--- config.mk ---
export PLATFORM = sky130hd
export DESIGN_NAME = pfs_sequencer
export DESIGN_NICKNAME = d
export VERILOG_FILES = /design/src/pfs_sequencer.v
export VERILOG_INCLUDE_DIRS = /design/src /design/src/src
export SDC_FILE = /design/constraint.sdc
export NUM_CORES = 1
export LEC_CHECK = 0
export ABC_AREA = 0
export BUFFER_PORTS_ARGS = -buffer_cell sky130_fd_sc_hd__buf_2
export CORE_MARGIN = 2
export CORE_UTILIZATION = 45
export CTS_CLUSTER_DIAMETER = 80
export DETAILED_ROUTE_END_ITERATION = 8
export PLACE_DENSITY = 0.7
export SLEW_MARGIN = 10
export SYNTH_ARGS = -nofsm -noshare
export SYNTH_HDL_FRONTEND = slang
export SYNTH_SLANG_ARGS = --single-unit
export TNS_END_PERCENT = 100
--- constraint.sdc ---
create_clock -name ref_clk_i -period 2.3 [get_ports ref_clk_i]
set_input_delay 0.46 -clock ref_clk_i [delete_from_list [all_inputs] [get_ports ref_clk_i]]
set_output_delay 0.46 -clock ref_clk_i [all_outputs]
set_load 0.05 [all_outputs]
--- src/pfs_regs.vh ---
`ifndef PFS_REGS_VH
`define PFS_REGS_VH
`define PFS_CLK_HZ 25000000
`define PFS_START_PULSES 2'h3
`define PFS_RETRY_PULSES 2'h2
`define PFS_UV_OFF_PERIODS 12'h800
`define PFS_OVL_DELAY 13'h1800
`define PFS_SLEEP_TIME 17'h10000
`define PFS_BLANK_CLKS 3'h4
`define PFS_AXI_CTRL 5'h0
`define PFS_AXI_STAT 5'h4
`define PFS_AXI_IRQ_STAT 5'h8
`define PFS_AXI_IRQ_CLR 5'hc
`define PFS_AXI_IRQ_EN 5'h10
`define PFS_CTRL_RESET 1'h1
`endif

--- src/pfs_sequencer.v ---
`timescale 1ns/10ps
`include "pfs_regs.vh"
module pfs_sequencer #(
  parameter SLEEP_TIME = `PFS_SLEEP_TIME,
  parameter OVL_DELAY = `PFS_OVL_DELAY
) (
  input wire ref_clk_i,
  input wire resetn_i,
  input wire line_uv_i,
  input wire line_recovered_i,
  input wire feedback_over_i,
  input wire thermal_below_i,
  input wire pwm_pulse_i,
  input wire period_i,
  output reg gate_o,
  output reg softstart_reset_o,
  output reg blanking_o,
  output reg otp_enable_o,
  output reg irq_o,
  input wire [4:0] s_axi_awaddr_i,
  input wire s_axi_awvalid_i,
  output reg s_axi_awready_o,
  input wire [31:0] s_axi_wdata_i,
  input wire [3:0] s_axi_wstrb_i,
  input wire s_axi_wvalid_i,
  output reg s_axi_wready_o,
  output reg [1:0] s_axi_bresp_o,
  output reg s_axi_bvalid_o,
  input wire s_axi_bready_i,
  input wire [4:0] s_axi_araddr_i,
  input wire s_axi_arvalid_i,
  output reg s_axi_arready_o,
  output reg [31:0] s_axi_rdata_o,
  output reg [1:0] s_axi_rresp_o,
  output reg s_axi_rvalid_o,
  input wire s_axi_rready_i
);
  localparam ST_BLANK = 6'h01;
  localparam ST_START = 6'h02;
  localparam ST_RUN = 6'h04;
  localparam ST_UVOFF = 6'h08;
  localparam ST_BURST = 6'h10;
  localparam ST_SLEEP = 6'h20;

  // three-stage synchronisers, a change counts once stages two and three agree
  reg [4:0] s1_reg;
  reg [4:0] s2_reg;
  reg [4:0] s3_reg;
  reg [4:0] in_reg;
  wire [4:0] raw = {period_i, pwm_pulse_i, thermal_below_i, feedback_over_i,
                    line_uv_i | ~line_recovered_i};
  genvar g;
  generate
    for (g = 0; g < 5; g = g + 1) begin : sync
      always @(posedge ref_clk_i) begin
        if (!resetn_i) begin
          s1_reg[g] <= 1'b0;
          s2_reg[g] <= 1'b0;
          s3_reg[g] <= 1'b0;
          in_reg[g] <= 1'b0;
        end else begin
          s1_reg[g] <= raw[g];
          s2_reg[g] <= s1_reg[g];
          s3_reg[g] <= s2_reg[g];
          if (s2_reg[g] == s3_reg[g]) begin
            in_reg[g] <= s3_reg[g];
          end
        end
      end
    end
  endgenerate
  wire uv = in_reg[0];
  wire fb_over = in_reg[1];
  wire cold = in_reg[2];
  reg pulse_d_reg;
  reg period_d_reg;
  wire pulse_edge = in_reg[3] & ~pulse_d_reg;
  wire period_tick = in_reg[4] & ~period_d_reg;

  reg [5:0] state_reg;
  reg [5:0] state_next;
  reg [1:0] pcnt_reg;
  reg [11:0] uvcnt_reg;
  reg [12:0] ovl_reg;
  reg [16:0] sleep_reg;
  reg [2:0] blank_reg;
  reg recovered_once_reg;
  reg enable_reg;
  reg [3:0] ev_stat_reg;
  reg [3:0] ev_en_reg;

  wire ovl_trip = fb_over && (ovl_reg >= OVL_DELAY - 13'h1);
  wire gating = (state_reg == ST_RUN) || (state_reg == ST_START) ||
                (state_reg == ST_BURST);

  always @* begin
    state_next = state_reg;
    case (state_reg)
      ST_BLANK: begin
        if (blank_reg == `PFS_BLANK_CLKS - 3'h1) begin
          state_next = ST_START;
        end
      end
      ST_START: begin
        if (ovl_trip) begin
          state_next = ST_SLEEP;
        end else if (!uv) begin
          state_next = ST_RUN;
        end else if (!recovered_once_reg && !in_reg[3] &&
                     pcnt_reg == `PFS_START_PULSES) begin
          // leave only once the last counted pulse has ended, so it goes out whole
          state_next = ST_UVOFF;
        end else if (recovered_once_reg) begin
          state_next = ST_UVOFF;
        end
      end
      ST_RUN: begin
        if (ovl_trip) begin
          state_next = ST_SLEEP;
        end else if (uv) begin
          state_next = ST_UVOFF;
        end
      end
      ST_UVOFF: begin
        if (uvcnt_reg == `PFS_UV_OFF_PERIODS - 12'h1 && period_tick) begin
          state_next = uv ? ST_BURST : ST_RUN;
        end else if (!uv && !recovered_once_reg) begin
          state_next = ST_RUN;
        end
      end
      ST_BURST: begin
        if (ovl_trip) begin
          state_next = ST_SLEEP;
        end else if (!uv) begin
          state_next = ST_RUN;
        end else if (!in_reg[3] && pcnt_reg == `PFS_RETRY_PULSES) begin
          // same as at start: the second pulse finishes before the off interval
          state_next = ST_UVOFF;
        end
      end
      ST_SLEEP: begin
        if (sleep_reg == SLEEP_TIME - 17'h1) begin
          state_next = ST_BLANK;
        end
      end
      default: state_next = ST_BLANK;
    endcase
    if (!enable_reg) begin
      state_next = ST_BLANK;
    end
  end

  always @(posedge ref_clk_i) begin
    if (!resetn_i) begin
      state_reg <= ST_BLANK;
      pcnt_reg <= 2'h0;
      uvcnt_reg <= 12'h0;
      ovl_reg <= 13'h0;
      sleep_reg <= 17'h0;
      blank_reg <= 3'h0;
      recovered_once_reg <= 1'b0;
      pulse_d_reg <= 1'b0;
      period_d_reg <= 1'b0;
      gate_o <= 1'b0;
      softstart_reset_o <= 1'b1;
      blanking_o <= 1'b1;
      otp_enable_o <= 1'b0;
    end else begin
      pulse_d_reg <= in_reg[3];
      period_d_reg <= in_reg[4];
      state_reg <= state_next;
      if (state_reg == ST_RUN) begin
        recovered_once_reg <= 1'b1;
      end
      // pulse edges are counted within one state only
      if (state_next != state_reg) begin
        pcnt_reg <= 2'h0;
      end else if (pulse_edge) begin
        pcnt_reg <= pcnt_reg + 2'h1;
      end
      // off interval is measured in switching periods, not clocks
      if (state_reg != ST_UVOFF) begin
        uvcnt_reg <= 12'h0;
      end else if (period_tick) begin
        uvcnt_reg <= uvcnt_reg + 12'h1;
      end
      // overload time accumulates across on intervals, dropping out short of it does not clear the count
      if (!gating) begin
        ovl_reg <= 13'h0;
      end else if (fb_over && !ovl_trip) begin
        ovl_reg <= ovl_reg + 13'h1;
      end
      // sleep and blanking are measured in clock periods
      if (state_reg != ST_SLEEP) begin
        sleep_reg <= 17'h0;
      end else begin
        sleep_reg <= sleep_reg + 17'h1;
      end
      if (state_reg != ST_BLANK) begin
        blank_reg <= 3'h0;
      end else begin
        blank_reg <= blank_reg + 3'h1;
      end
      // a pulse passes only from its own rising edge, never as a cut remnant
      gate_o <= (state_next == ST_RUN || state_next == ST_START ||
                 state_next == ST_BURST) && in_reg[3] && (pulse_edge || gate_o);
      softstart_reset_o <= (state_next == ST_SLEEP) || (state_next == ST_BLANK);
      blanking_o <= (state_next == ST_BLANK);
      otp_enable_o <= cold;
    end
  end

  // bus slave: ctrl bit0 enables switching; status shows state; events sticky
  reg aw_got_reg;
  reg w_got_reg;
  reg [4:0] aw_addr_reg;
  reg [31:0] w_data_reg;
  reg [3:0] w_strb_reg;
  // events: retry burst, off entered, sleep ended, sleep entered
  wire [3:0] ev_set = {state_next == ST_BURST && state_reg != ST_BURST,
                       state_next == ST_UVOFF && state_reg != ST_UVOFF,
                       state_next == ST_BLANK && state_reg == ST_SLEEP,
                       state_next == ST_SLEEP && state_reg != ST_SLEEP};
  wire do_write = aw_got_reg && w_got_reg && !s_axi_bvalid_o;
  wire clr_hit = do_write && aw_addr_reg == `PFS_AXI_IRQ_CLR && w_strb_reg[0];

  always @(posedge ref_clk_i) begin
    if (!resetn_i) begin
      aw_got_reg <= 1'b0;
      w_got_reg <= 1'b0;
      aw_addr_reg <= 5'h0;
      w_data_reg <= 32'h0;
      w_strb_reg <= 4'h0;
      s_axi_awready_o <= 1'b1;
      s_axi_wready_o <= 1'b1;
      s_axi_bvalid_o <= 1'b0;
      s_axi_bresp_o <= 2'h0;
      s_axi_arready_o <= 1'b1;
      s_axi_rvalid_o <= 1'b0;
      s_axi_rdata_o <= 32'h0;
      s_axi_rresp_o <= 2'h0;
      enable_reg <= `PFS_CTRL_RESET;
      ev_stat_reg <= 4'h0;
      ev_en_reg <= 4'h0;
      irq_o <= 1'b0;
    end else begin
      if (s_axi_awvalid_i && s_axi_awready_o) begin
        aw_got_reg <= 1'b1;
        aw_addr_reg <= s_axi_awaddr_i;
        s_axi_awready_o <= 1'b0;
      end
      if (s_axi_wvalid_i && s_axi_wready_o) begin
        w_got_reg <= 1'b1;
        w_data_reg <= s_axi_wdata_i;
        w_strb_reg <= s_axi_wstrb_i;
        s_axi_wready_o <= 1'b0;
      end
      if (do_write) begin
        s_axi_bvalid_o <= 1'b1;
        s_axi_bresp_o <= 2'h0;
        if (w_strb_reg[0]) begin
          case (aw_addr_reg)
            `PFS_AXI_CTRL: enable_reg <= w_data_reg[0];
            `PFS_AXI_IRQ_EN: ev_en_reg <= w_data_reg[3:0];
            `PFS_AXI_IRQ_CLR: ;
            default: s_axi_bresp_o <= 2'h2;
          endcase
        end
      end
      if (s_axi_bvalid_o && s_axi_bready_i) begin
        s_axi_bvalid_o <= 1'b0;
        aw_got_reg <= 1'b0;
        w_got_reg <= 1'b0;
        s_axi_awready_o <= 1'b1;
        s_axi_wready_o <= 1'b1;
      end
      // set wins over clear
      ev_stat_reg <= (ev_stat_reg & ~(clr_hit ? w_data_reg[3:0] : 4'h0)) | ev_set;
      irq_o <= |(ev_stat_reg & ev_en_reg);
      if (s_axi_arvalid_i && s_axi_arready_o) begin
        s_axi_arready_o <= 1'b0;
        s_axi_rvalid_o <= 1'b1;
        s_axi_rresp_o <= 2'h0;
        case (s_axi_araddr_i)
          `PFS_AXI_CTRL: s_axi_rdata_o <= {31'h0, enable_reg};
          `PFS_AXI_STAT: s_axi_rdata_o <= {24'h0, cold, gate_o, state_reg};
          `PFS_AXI_IRQ_STAT: s_axi_rdata_o <= {28'h0, ev_stat_reg};
          `PFS_AXI_IRQ_EN: s_axi_rdata_o <= {28'h0, ev_en_reg};
          `PFS_AXI_IRQ_CLR: s_axi_rdata_o <= 32'h0;
          default: begin
            s_axi_rdata_o <= 32'h0;
            s_axi_rresp_o <= 2'h2;
          end
        endcase
      end
      if (s_axi_rvalid_o && s_axi_rready_i) begin
        s_axi_rvalid_o <= 1'b0;
        s_axi_arready_o <= 1'b1;
      end
    end
  end
endmodule

=== After elaboration in Yosys (flattened, before gate mapping) ===
Index checks and enable logic that the tools add are counted.

* Register bits: 143
* Logic and storage cells: 168
* Output and inout port bits: 46
* Bits of input ports: 59

* Reduce and logical (&&, ||, !) cells: 47
* Add/sub/neg operators: 5
* Mux-type cells: 21
* Bitwise gates (word level): 11
* Order comparisons: 1
* Eq/ne operators: 33

{| class="wikitable"
|+ Operators with widths
! kind !! count
|-
| 6-bit 2-to-1 mux || 14
|-
| 6-bit one-hot mux with 6 select lines || 1
|-
| 8-bit one-hot mux with 4 select lines || 1
|-
| 1-bit logical AND || 22
|-
| 17-bit by 1-bit adder with 17-bit output (second input constant) || 1
|-
| 17-bit by 16-bit equality test with 1-bit output (second input constant) || 1
|-
| 5-bit by 4-bit equality test with 1-bit output (second input constant) || 3
|-
| 13-bit by 1-bit adder with 13-bit output (second input constant) || 1
|-
| 13-bit greater-or-equal comparator (second input constant) || 1
|-
| 12-bit by 1-bit adder with 12-bit output (second input constant) || 1
|-
| 12-bit by 11-bit equality test with 1-bit output (second input constant) || 1
|-
| 6-bit by 1-bit equality test with 1-bit output (second input constant) || 2
|-
| 6-bit by 2-bit equality test with 1-bit output (second input constant) || 2
|-
| 6-bit by 3-bit equality test with 1-bit output (second input constant) || 2
|-
| 6-bit by 4-bit equality test with 1-bit output (second input constant) || 2
|-
| 6-bit by 5-bit equality test with 1-bit output (second input constant) || 2
|-
| 6-bit equality test (second input constant) || 2
|-
| 2-bit OR reduction || 6
|-
| 5-bit equality test (second input constant) || 2
|-
| 5-bit zero test || 2
|-
| 4-bit AND || 2
|-
| 1-bit logical OR || 6
|-
| 2-bit 2-to-1 mux || 3
|-
| 6-bit by 1-bit != test with 1-bit output (second input constant) || 1
|-
| 23 further kinds || 37
|}

=== Logic depth before layout (Yosys ltp) ===
Gate-level depths: netlist of the first run.

* Depth after elaboration: 13
* Gate-level depth with buffers: 11
* Gate-level depth less buffers: 11

=== Least setup slack after synthesis of the first run ===
No wires, ideal clock.

* Kind: register to register
* Start: register sleep_reg[0]
* End: register pcnt_reg[1]
* Cell stages (with the launch flop): 12
* Library setup time: 0.100 ns
* Data required time: 2.200 ns
* Path buffers: 0
* Setup slack: 0.074 ns
* Arrival time: 2.126 ns
* Clock period less this slack: 2.226 ns
* Path through: dfxtp_1 > ha_1 > nand2_1 > nor3_1 > and3_1 > ha_1 > o41ai_2 > nand2_1 > a221oi_2 > o211a_1 > o211ai_2 > a2111oi_4

* Longest elaborated chain between the ends: 6

{| class="wikitable"
|+ Ends and longest elaborated chain
! element !! line !! text
|-
| start, declared || pfs_sequencer.v:85 || <nowiki>reg [16:0] sleep_reg;</nowiki>
|-
| start signal, assigned || pfs_sequencer.v:197 || <nowiki>sleep_reg <= sleep_reg + 17'h1;</nowiki>
|-
| 17-bit by 16-bit equality test with 1-bit output || pfs_sequencer.v:142 || <nowiki>if (sleep_reg == SLEEP_TIME - 17'h1) begin</nowiki>
|-
| 6-bit 2-to-1 mux || pfs_sequencer.v:142 ||
|-
| 6-bit one-hot mux with 6 select lines || pfs_sequencer.v:98 || <nowiki>case (state_reg)</nowiki>
|-
| 6-bit 2-to-1 mux || pfs_sequencer.v:148 || <nowiki>if (!enable_reg) begin</nowiki>
|-
| 6-bit != test || pfs_sequencer.v:176 || <nowiki>if (state_next != state_reg) begin</nowiki>
|-
| 2-bit OR reduction (no source line) || n/a ||
|-
| end signal, assigned || pfs_sequencer.v:179 || <nowiki>pcnt_reg <= pcnt_reg + 2'h1;</nowiki>
|-
| end, declared || pfs_sequencer.v:82 || <nowiki>reg [1:0] pcnt_reg;</nowiki>
|}

No other way between the ends.
A chain may end at the register's enable or synchronous reset.

=== Worst setup path after layout of the first run ===
* Start: register state_reg[2]
* End: register pcnt_reg[1]

* Longest elaborated chain between the ends: 8
* Elaborated cells on any way between the ends: 23
* Classes of those cells: 7 x eq/ne; 15 x mux; 1 x reduce/logical

{| class="wikitable"
|+ Ends and longest elaborated chain
! element !! line !! text
|-
| start, declared || pfs_sequencer.v:80 || <nowiki>reg [5:0] state_reg;</nowiki>
|-
| start signal, assigned || pfs_sequencer.v:171 || <nowiki>state_reg <= state_next;</nowiki>
|-
| 6-bit 2-to-1 mux || pfs_sequencer.v:113 || <nowiki>end else if (recovered_once_reg) begin</nowiki>
|-
| 6-bit 2-to-1 mux || pfs_sequencer.v:109 || <nowiki>end else if (!recovered_once_reg && !in_reg[3] &&</nowiki>
|-
| 6-bit 2-to-1 mux || pfs_sequencer.v:107 || <nowiki>end else if (!uv) begin</nowiki>
|-
| 6-bit 2-to-1 mux || pfs_sequencer.v:105 || <nowiki>if (ovl_trip) begin</nowiki>
|-
| 6-bit one-hot mux with 6 select lines || pfs_sequencer.v:98 ||
|-
| 6-bit 2-to-1 mux || pfs_sequencer.v:148 ||
|-
| 6-bit != test (*) || pfs_sequencer.v:176 ||
|-
| 2-bit OR reduction (no source line) (*) || n/a ||
|}

Mark *: on every way between the ends. The rest lies on a longest branch, timed or not.

==> qor.csv, run 1 <==
stage,metric,value,unit
status,outcome,"complete, no violations",
timing,relSlewSlack,0.655,
synthesis,async_flop_share,0,
cells_and_area,seqCellArea,2350,µm²
grt,grt_max_degree,47,
clock_tree,cts_made_buffers,17,
clock_tree,cts-root-buf,clkbuf_16,
synthesis,ys.warnings.count,0,
clock_tree,cts.path.max_buffers,2,
cells_and_area,drive_above_1_share,0.193,
timing,max_slew.worst_pin.slew,517,ps
cells_and_area,area_growth_syn_to_layout,20.7,%
cells_and_area,antennaDiodeCount,0,
synthesis,synth_area_leaders,"dfxtp_1 (46%), nor2_1 (6.3%), nand2_1 (4.5%), a21oi_1 (3.9%), buf_4 (3.8%)",
floorplan,die_w,111,µm
timing,min_period,2250,ps
worst_setup_path,start_kind,register,
floorplan,io_pins,105,
clock_tree,cts_sinks,117,
floorplan,die_area,12300,µm²
grt,first_global_vias,3983,
floorplan,start_util,0.466,
cells_and_area,nFillCells,947,
timing,rsz0062_at_grt,true,
timing,fmax,0.445,GHz
floorplan,row_count,38,
drt,remaining_drc_errors,0,
synthesis,synth-main-ff-cell,dfxtp_1,
synthesis,yosys_register_bits,117,
timing,fin_worst_skew,5.67,ps
synthesis,synth_edf_count,0,
drt,first_iter_violations,224,
worst_setup_path,critPathKind,reg2reg,
placed_design,numPortBuffers,47,
drt,vias,4147,
timing,drv_slew,0,
placed_design,gp_congestion,0.876,
synthesis,yosysTopAreaCellShare,0.457,
power,power.leakage,2.43,nW
clock_tree,clk_pin_slew,50,ps
synthesis,syn_area,5120,µm²
flow_run,maxCapViolations,0,
worst_setup_path,crit_arrival,2560,ps
cells_and_area,final_cell_mix,"dfxtp_1 (115), nor2_1 (85), nand2_1 (59)",
grt,track_usage,0.179,
drt,viasPerCell,5.09,
clock_tree,clock_latency,410,ps
timing,period_share,0.977,
cells_and_area,multi_input_area,2550,µm²
cells_and_area,layout_commonest_cell,dfxtp_1,
synthesis,seq_area_frac_synth,0.457,
floorplan,die_h,111,µm
timing,hold_viol,0,
clock_tree,cts_tree,done,
clock_tree,cts.htree.levels,4,
drt,routed_wl,10500,µm
placed_design,placed_cells_incl_taps,781,
cells_and_area,fin_cells,815,
worst_setup_path,max_stage_delay,580,ps
synthesis,yosysUniqueCellTypes,61,
drt,avgRoutedWirePerCell,12.9,µm
worst_setup_path,cp.required,2610,ps
placed_design,dpl.hpwl,7310,µm
cells_and_area,largest_register_ffs,17,
cells_and_area,nNetsFinal,730,
power,peakVddDrop,0.000462,V
worst_setup_path,crit_fanout,5,
cells_and_area,fin_util,0.563,
drt,firstDrtPassIters,4,
grt,grt_overflow,0,
worst_setup_path,crit_slowest_cell,or4_4,
power,p_per_area,809,nW/µm²
synthesis,synth_cells,589,
worst_hold_path,min_path_type,in2reg,
grt,grt_pass1_wl,18100,µm
synthesis,avgSynthCellArea,8.70,µm²
worst_setup_path,end_kind,register,
worst_setup_path,cp_cell_sequence,"or4_4, nor3_4, a22o_1, nand4_1, a31o_1, o31a_1, a2111oi_4",
synthesis,yosys.area.top_type,dfxtp_1,
timing,finalSetupViolations,0,
drt,antenna_left,0,
floorplan,coreArea,11000,µm²
grt,antenna_found_initial,0,
kinds of logic (layout without fill, tap and decap cells):
logic type | count (synthesis) | count (layout) | synth area share
simple gates | 262 | 262 | 0.250
flops | 117 | 117 | 0.457
compound gates | 92 | 92 | 0.125
buf+inv | 63 | 124 | 0.0674
xor+xnor | 39 | 39 | 0.0667
fa+ha+maj | 8 | 8 | 0.0195
mux | 7 | 7 | 0.0139
other cells | 1 | 26 | 0.000732
cell usage after synthesis, types with 6 or more instances:
master    instances
nor2_1           86
a21oi_1          40
nand2_1          61
nand3_1          31
and3_1            7
xor2_1           20
inv_1            16
nand4_1          10
nor2b_1           6
clkbuf_1         14
and2_1           19
dfxtp_1         117
o21ai_0          14
xnor2_1          19
ha_1              8
nor3_1           12
mux2i_1           6
buf_4            26
worst max-delay path: cells and delay by family, from the launching register on:
family | cells | cell delay (ps)
AOI/OAI and AO/OA | 4 | 870
and+or+nand+nor | 3 | 910
DFF | 1 | 370
power by group:
part           switching, mW  internal, mW  total [mW]
clock network          0.872          1.70        2.57
logic                  0.235        0.0929       0.328
registers             0.0313          2.07        2.10
layout make-up:
class	count	area share
multi-input cells	434	0.413
flip-flops and latches	117	0.380
clock buffers	23	0.0789
repair buffers	77	0.0744
well taps	140	0.0283
clock inverters	8	0.0160
inverters	16	0.00971
routing by layer:
layer | share of wire | global-route usage | up-vias
met3 | 0.043 | 0.0590 | 14
met2 | 0.48 | 0.297 | 80
li1 | - | - | 2113
met1 | 0.46 | 0.216 | 1940
met5 | 0 | 0 | -
met4 | 0.015 | 0.0650 | 0
path summary, 6_finish.rpt:
kind,start,cells after the start,slack [ps],end
max,state_reg[2],7,50,pcnt_reg[1]
min,line_recovered_i,2,230,s1_reg[0]
max reg2reg,state_reg[2],7,50,pcnt_reg[1]
min reg2reg,blank_reg[0],1,420,blank_reg[0]
per-stage QoR:
stage | TNS (ps) | setup slack (ps) | total power, mW | hold WS (ps) | cell area (µm²)
after floorplan | 0 | 74.3 | 2.42 | 398 | 5220
after global placement | 0 | 17.9 | 2.46 | 405 | 5540
after detailed placement | 0 | 8.76 | 2.47 | 412 | 5540
after CTS | 0 | 40.2 | 5.05 | 222 | 6130
after global routing | -111 | -54.7 | 5.20 | 235 | 6180
final | 0 | 51.9 | 5.00 | 228 | 6180
repair_timing:
action	CTS	global route
setup endpoints to repair	1	5
pin swaps	1	9
hold buffers	0	0
gates resized for setup	0	12
setup buffers	0	3
No activity file was read; power rests on OpenSTA's default activity.
==> inputs of run 2 (changes only) <==
- SETUP_SLACK_MARGIN: default -> 0.2
==> qor.csv, run 2 (synthesis results as in run 1) <==
stage,metric,value,unit
status,outcome,"complete, no violations",
worst_setup_path,end_kind,register,
floorplan,io_pins,105,
timing,max_slew.worst_pin.slew,588,ps
worst_setup_path,path_buf_inv,0,
drt,vias,4204,
cells_and_area,area_growth_syn_to_layout,24.2,%
power,peakVddDrop,0.000655,V
cells_and_area,nNetsFinal,729,
cells_and_area,fin_cells,813,
clock_tree,ctsHoldBuffers,0,
placed_design,gp_congestion,0.904,
worst_hold_path,hp-start,line_recovered_i,
drt,first_iter_violations,262,
clock_tree,cts_sinks,117,
worst_hold_path,min_path_type,in2reg,
drt,remaining_drc_errors,0,
floorplan,die_h,111,µm
worst_setup_path,cp_cell_sequence,"or4_4, nor3_4, a22o_1, nand4_1, a31o_1, o31a_1, a2111oi_4",
clock_tree,cts.htree.levels,4,
power,power.leakage,2.48,nW
cells_and_area,antennaDiodeCount,0,
floorplan,row_count,38,
timing,setup_tns,0,ps
worst_setup_path,crit_slowest_cell,or4_4,
clock_tree,cts_made_buffers,17,
cells_and_area,fin_util,0.579,
cells_and_area,drive_above_1_share,0.220,
drt,avgRoutedWirePerCell,13.5,µm
worst_setup_path,cp-startpoint,state_reg[1],
worst_setup_path,critPathKind,reg2reg,
drt,antenna_left,0,
worst_setup_path,start_kind,register,
timing,finalSetupViolations,0,
grt,grt_max_degree,44,
grt,first_global_vias,4036,
timing,hold_viol,0,
timing,min_period,2180,ps
drt,firstDrtPassIters,5,
placed_design,placed_cells_incl_taps,773,
grt,grt_overflow,0,
worst_setup_path,worstReg2RegStart,state_reg[1],
timing,fin_worst_skew,8.27,ps
floorplan,die_w,111,µm
floorplan,start_util,0.466,
clock_tree,cts.path.max_buffers,2,
grt,track_usage,0.183,
worst_setup_path,crit_arrival,2500,ps
drt,viasPerCell,5.17,
flow_run,maxCapViolations,0,
timing,period_share,0.950,
clock_tree,clock_latency,410,ps
floorplan,coreArea,11000,µm²
placed_design,numPortBuffers,47,
grt,grt_pass1_wl,18600,µm
worst_setup_path,crit_fanout,7,
worst_setup_path,path_delay_family,simple AND/OR/NAND/NOR gates,
timing,drv_slew,0,
clock_tree,cts_tree,done,
cells_and_area,final_cell_mix,"dfxtp_1 (106), nor2_1 (83), nand2_1 (59)",
cells_and_area,seqCellArea,2360,µm²
grt,antenna_found_initial,0,
timing,rsz0062_at_grt,true,
drt,routed_wl,11000,µm
cells_and_area,largest_register_ffs,17,
timing,relSlewSlack,0.605,
clock_tree,cts-root-buf,clkbuf_16,
floorplan,die_area,12300,µm²
clock_tree,clk_pin_slew,50,ps
placed_design,dpl.hpwl,7280,µm
cells_and_area,layout_commonest_cell,dfxtp_1,
worst_setup_path,max_stage_delay,590,ps
timing,fmax,0.458,GHz
power,p_per_area,842,nW/µm²
cells_and_area,nFillCells,914,
cells_and_area,multi_input_area,2650,µm²
worst_setup_path,cp.required,2610,ps
-- run 2: cell types whose count changed in the layout (fill, tap and decap cells not counted), sizes merged --
| cell | previous run | this run |
|---|---|---|
| buf | 77 | 76 |
| clkbuf | 23 | 22 |
| clkinvlp | 2 | 1 |
| bufinv | 2 | 5 |
| clkinv | 4 | 2 |
-- run 2: per-layer routing --
metal,global-route usage,vias up,part of all wire
met5,0,-,0
met4,0.0650,0,0.013
met3,0.0541,16,0.051
met2,0.308,108,0.50
met1,0.223,1964,0.43
li1,-,2116,-
-- run 2: worst paths after layout --
| check | endpoint | slack, ps | depth (start not counted) |
|---|---|---|---|
| setup / recovery | pcnt_reg[1] | 120 | 7 |
| hold / removal | s1_reg[0] | 230 | 2 |
| setup reg to reg | pcnt_reg[1] | 120 | 7 |
| hold reg to reg | s2_reg[3] | 430 | 1 |
-- run 2: through the flow --
step	hold slack [ps]	area (µm²)	worst slack, ps	power (mW)
2_1_floorplan	398	5230	210	2.42
3_3_place_gp	405	5490	100	2.46
3_5_place_dp	424	5490	69.2	2.47
4_1_cts	219	6240	127	5.39
5_1_grt	232	6360	18.1	5.54
6_report	230	6360	116	5.36
-- run 2: worst reg2reg max path: cells and delay by family (launching register included) --
| family | cells | cell delay, ps |
|---|---|---|
| simple gates | 3 | 910 |
| flops | 1 | 360 |
| compound gates | 4 | 820 |
-- run 2: timing repair --
item                       in CTS  in global routing
setup endpoints to repair       6                 22
pin swaps                      10                 11
resized for setup              17                 20
buffers inserted                4                  6
-- run 2: cell type report --
cell class / count / area share
timing repair buffer: 76 / 0.0724
sequential: 117 / 0.371
clock inverter: 8 / 0.0269
inverter: 16 / 0.00944
multi-input combinational: 434 / 0.417
tap: 140 / 0.0275
clock buffer: 22 / 0.0761
-- run 2: power breakdown --
group	switching [mW]	internal [mW]
logic	0.239	0.102
clock network	0.889	2.02
registers	0.0310	2.07
total	1.16	4.20
==> inputs of run 3 (changes only) <==
- CELL_PAD_IN_SITES_DETAIL_PLACEMENT: default -> 1
- CELL_PAD_IN_SITES_GLOBAL_PLACEMENT: default -> 2
- CORE_UTILIZATION: 45 -> 29
- PLACE_DENSITY: 0.7 -> default
- PLACE_DENSITY_LB_ADDON: default -> 0.1
==> qor.csv, run 3 (synthesis results as in run 1) <==
stage,metric,value,unit
clock_tree,clk_pin_slew,60,ps
cells_and_area,fin_util,0.383,
clock_tree,cts_sinks,117,
clock_tree,cts-root-buf,clkbuf_16,
power,peakVddDrop,0.000447,V
status,outcome,"complete, no violations",
worst_setup_path,crit_arrival,2570,ps
floorplan,coreArea,17300,µm²
grt,track_usage,0.147,
cells_and_area,nFillCells,2052,
cells_and_area,nNetsFinal,753,
drt,antenna_left,0,
floorplan,die_h,137,µm
clock_tree,clock_latency,420,ps
worst_setup_path,cp.required,2610,ps
worst_setup_path,crit_fanout,2,
grt,grt_pass1_wl,21200,µm
placed_design,dpl.hpwl,9410,µm
timing,period_share,0.984,
worst_setup_path,critPathKind,reg2reg,
timing,finalSetupViolations,0,
timing,fin_worst_skew,12.2,ps
grt,first_global_vias,4351,
drt,viasPerCell,4.68,
cells_and_area,area_growth_syn_to_layout,29.3,%
clock_tree,cts.path.max_buffers,2,
cells_and_area,drive_above_1_share,0.239,
floorplan,start_util,0.296,
power,power.leakage,2.59,nW
grt,grt_overflow,0,
worst_setup_path,end_kind,register,
clock_tree,cts_tree,done,
drt,first_iter_violations,119,
flow_run,maxCapViolations,0,
cells_and_area,antennaDiodeCount,0,
cells_and_area,largest_register_ffs,17,
drt,routed_wl,13000,µm
timing,fmax,0.442,GHz
grt,grt_max_degree,35,
drt,vias,4319,
timing,relSlewSlack,0.657,
grt,antenna_found_initial,0,
timing,setup_tns,0,ps
cells_and_area,final_cell_mix,"dfxtp_1 (109), nor2_1 (83), nand2_1 (60)",
floorplan,io_pins,105,
floorplan,row_count,48,
cells_and_area,layout_commonest_cell,dfxtp_1,
timing,max_slew.worst_pin.slew,511,ps
drt,firstDrtPassIters,4,
clock_tree,cts_made_buffers,17,
drt,avgRoutedWirePerCell,14.1,µm
floorplan,die_area,18700,µm²
timing,drv_slew,0,
power,p_per_area,802,nW/µm²
timing,rsz0062_at_grt,true,
placed_design,gp_congestion,0.820,
worst_hold_path,min_path_type,in2reg,
clock_tree,cts.htree.levels,4,
drt,remaining_drc_errors,0,
timing,hold_viol,0,
worst_setup_path,start_kind,register,
placed_design,numPortBuffers,47,
floorplan,die_w,137,µm
timing,min_period,2260,ps
-- run 3: cell types whose count changed in the layout (fill, tap and decap cells not counted), sizes merged --
cell / delta
clkinv: +5
clkbuf: -4
buf: +24
-- run 3: final cells by class --
| type | instances | area (µm²) | share of cell area |
|---|---|---|---|
| inverter | 16 | 60.1 | 0.00907 |
| clock buffer | 18 | 429 | 0.0648 |
| tap | 225 | 282 | 0.0425 |
| multi-input combinational | 434 | 2640 | 0.399 |
| sequential | 117 | 2350 | 0.355 |
| clock inverter | 13 | 208 | 0.0314 |
| timing repair buffer | 100 | 648 | 0.0979 |
-- run 3: metrics by stage --
stage	setup WS (ps)	total power, mW	std cells	cell area, µm²	hold slack, ps
after floorplan	210	2.42	614	5230	398
after global placement	72.8	2.47	875	5720	406
after detailed placement	26.9	2.48	875	5720	416
after CTS	38.3	5.40	917	6490	205
after global routing	-74.8	5.54	923	6620	231
final	35.7	5.31	923	6620	232
-- run 3: routing by layer --
layer	global-route usage	share of wire	vias to the layer above	wire length (µm)
li1	-	-	2158	-
met1	0.176	0.45	2101	5860
met2	0.251	0.51	47	6640
met3	0.0400	0.026	13	343
met4	0.0550	0.013	0	170
met5	0	0	-	0
-- run 3: critical path, stage by stage (launching register included) --
cell	delay, ps
dfxtp_2	350
ha_4	150
nand2_4	50
buf_4	140
buf_6	100
buf_4	110
buf_4	120
buf_4	120
buf_4	120
buf_4	120
buf_4	120
buf_4	120
buf_6	120
nor2_4	80
nand4_1	100
xor2_1	160
nor2_1	60
-- run 3: final timing paths --
path | from | to | slack (ps) | cells past startpoint
max | sleep_reg[0] | sleep_reg[10] | 40 | 16
min | line_recovered_i | s1_reg[0] | 230 | 2
max reg2reg | sleep_reg[0] | sleep_reg[10] | 40 | 16
min reg2reg | blank_reg[0] | blank_reg[0] | 420 | 1
-- run 3: power breakdown --
group / switching [mW] / internal [mW] / total (mW)
clock network: 0.953 / 1.91 / 2.87
logic: 0.243 / 0.101 / 0.344
registers: 0.0310 / 2.07 / 2.10
-- run 3: what timing repair did --
item / 4_1_cts / 5_1_grt
gates resized for setup: 9 / 24
buffers inserted: 11 / 6
endpoints found under the setup margin: 4 / 14
hold buffers: 0 / 0
pin swaps: 7 / 15
hold endpoints to repair: 0 / 0
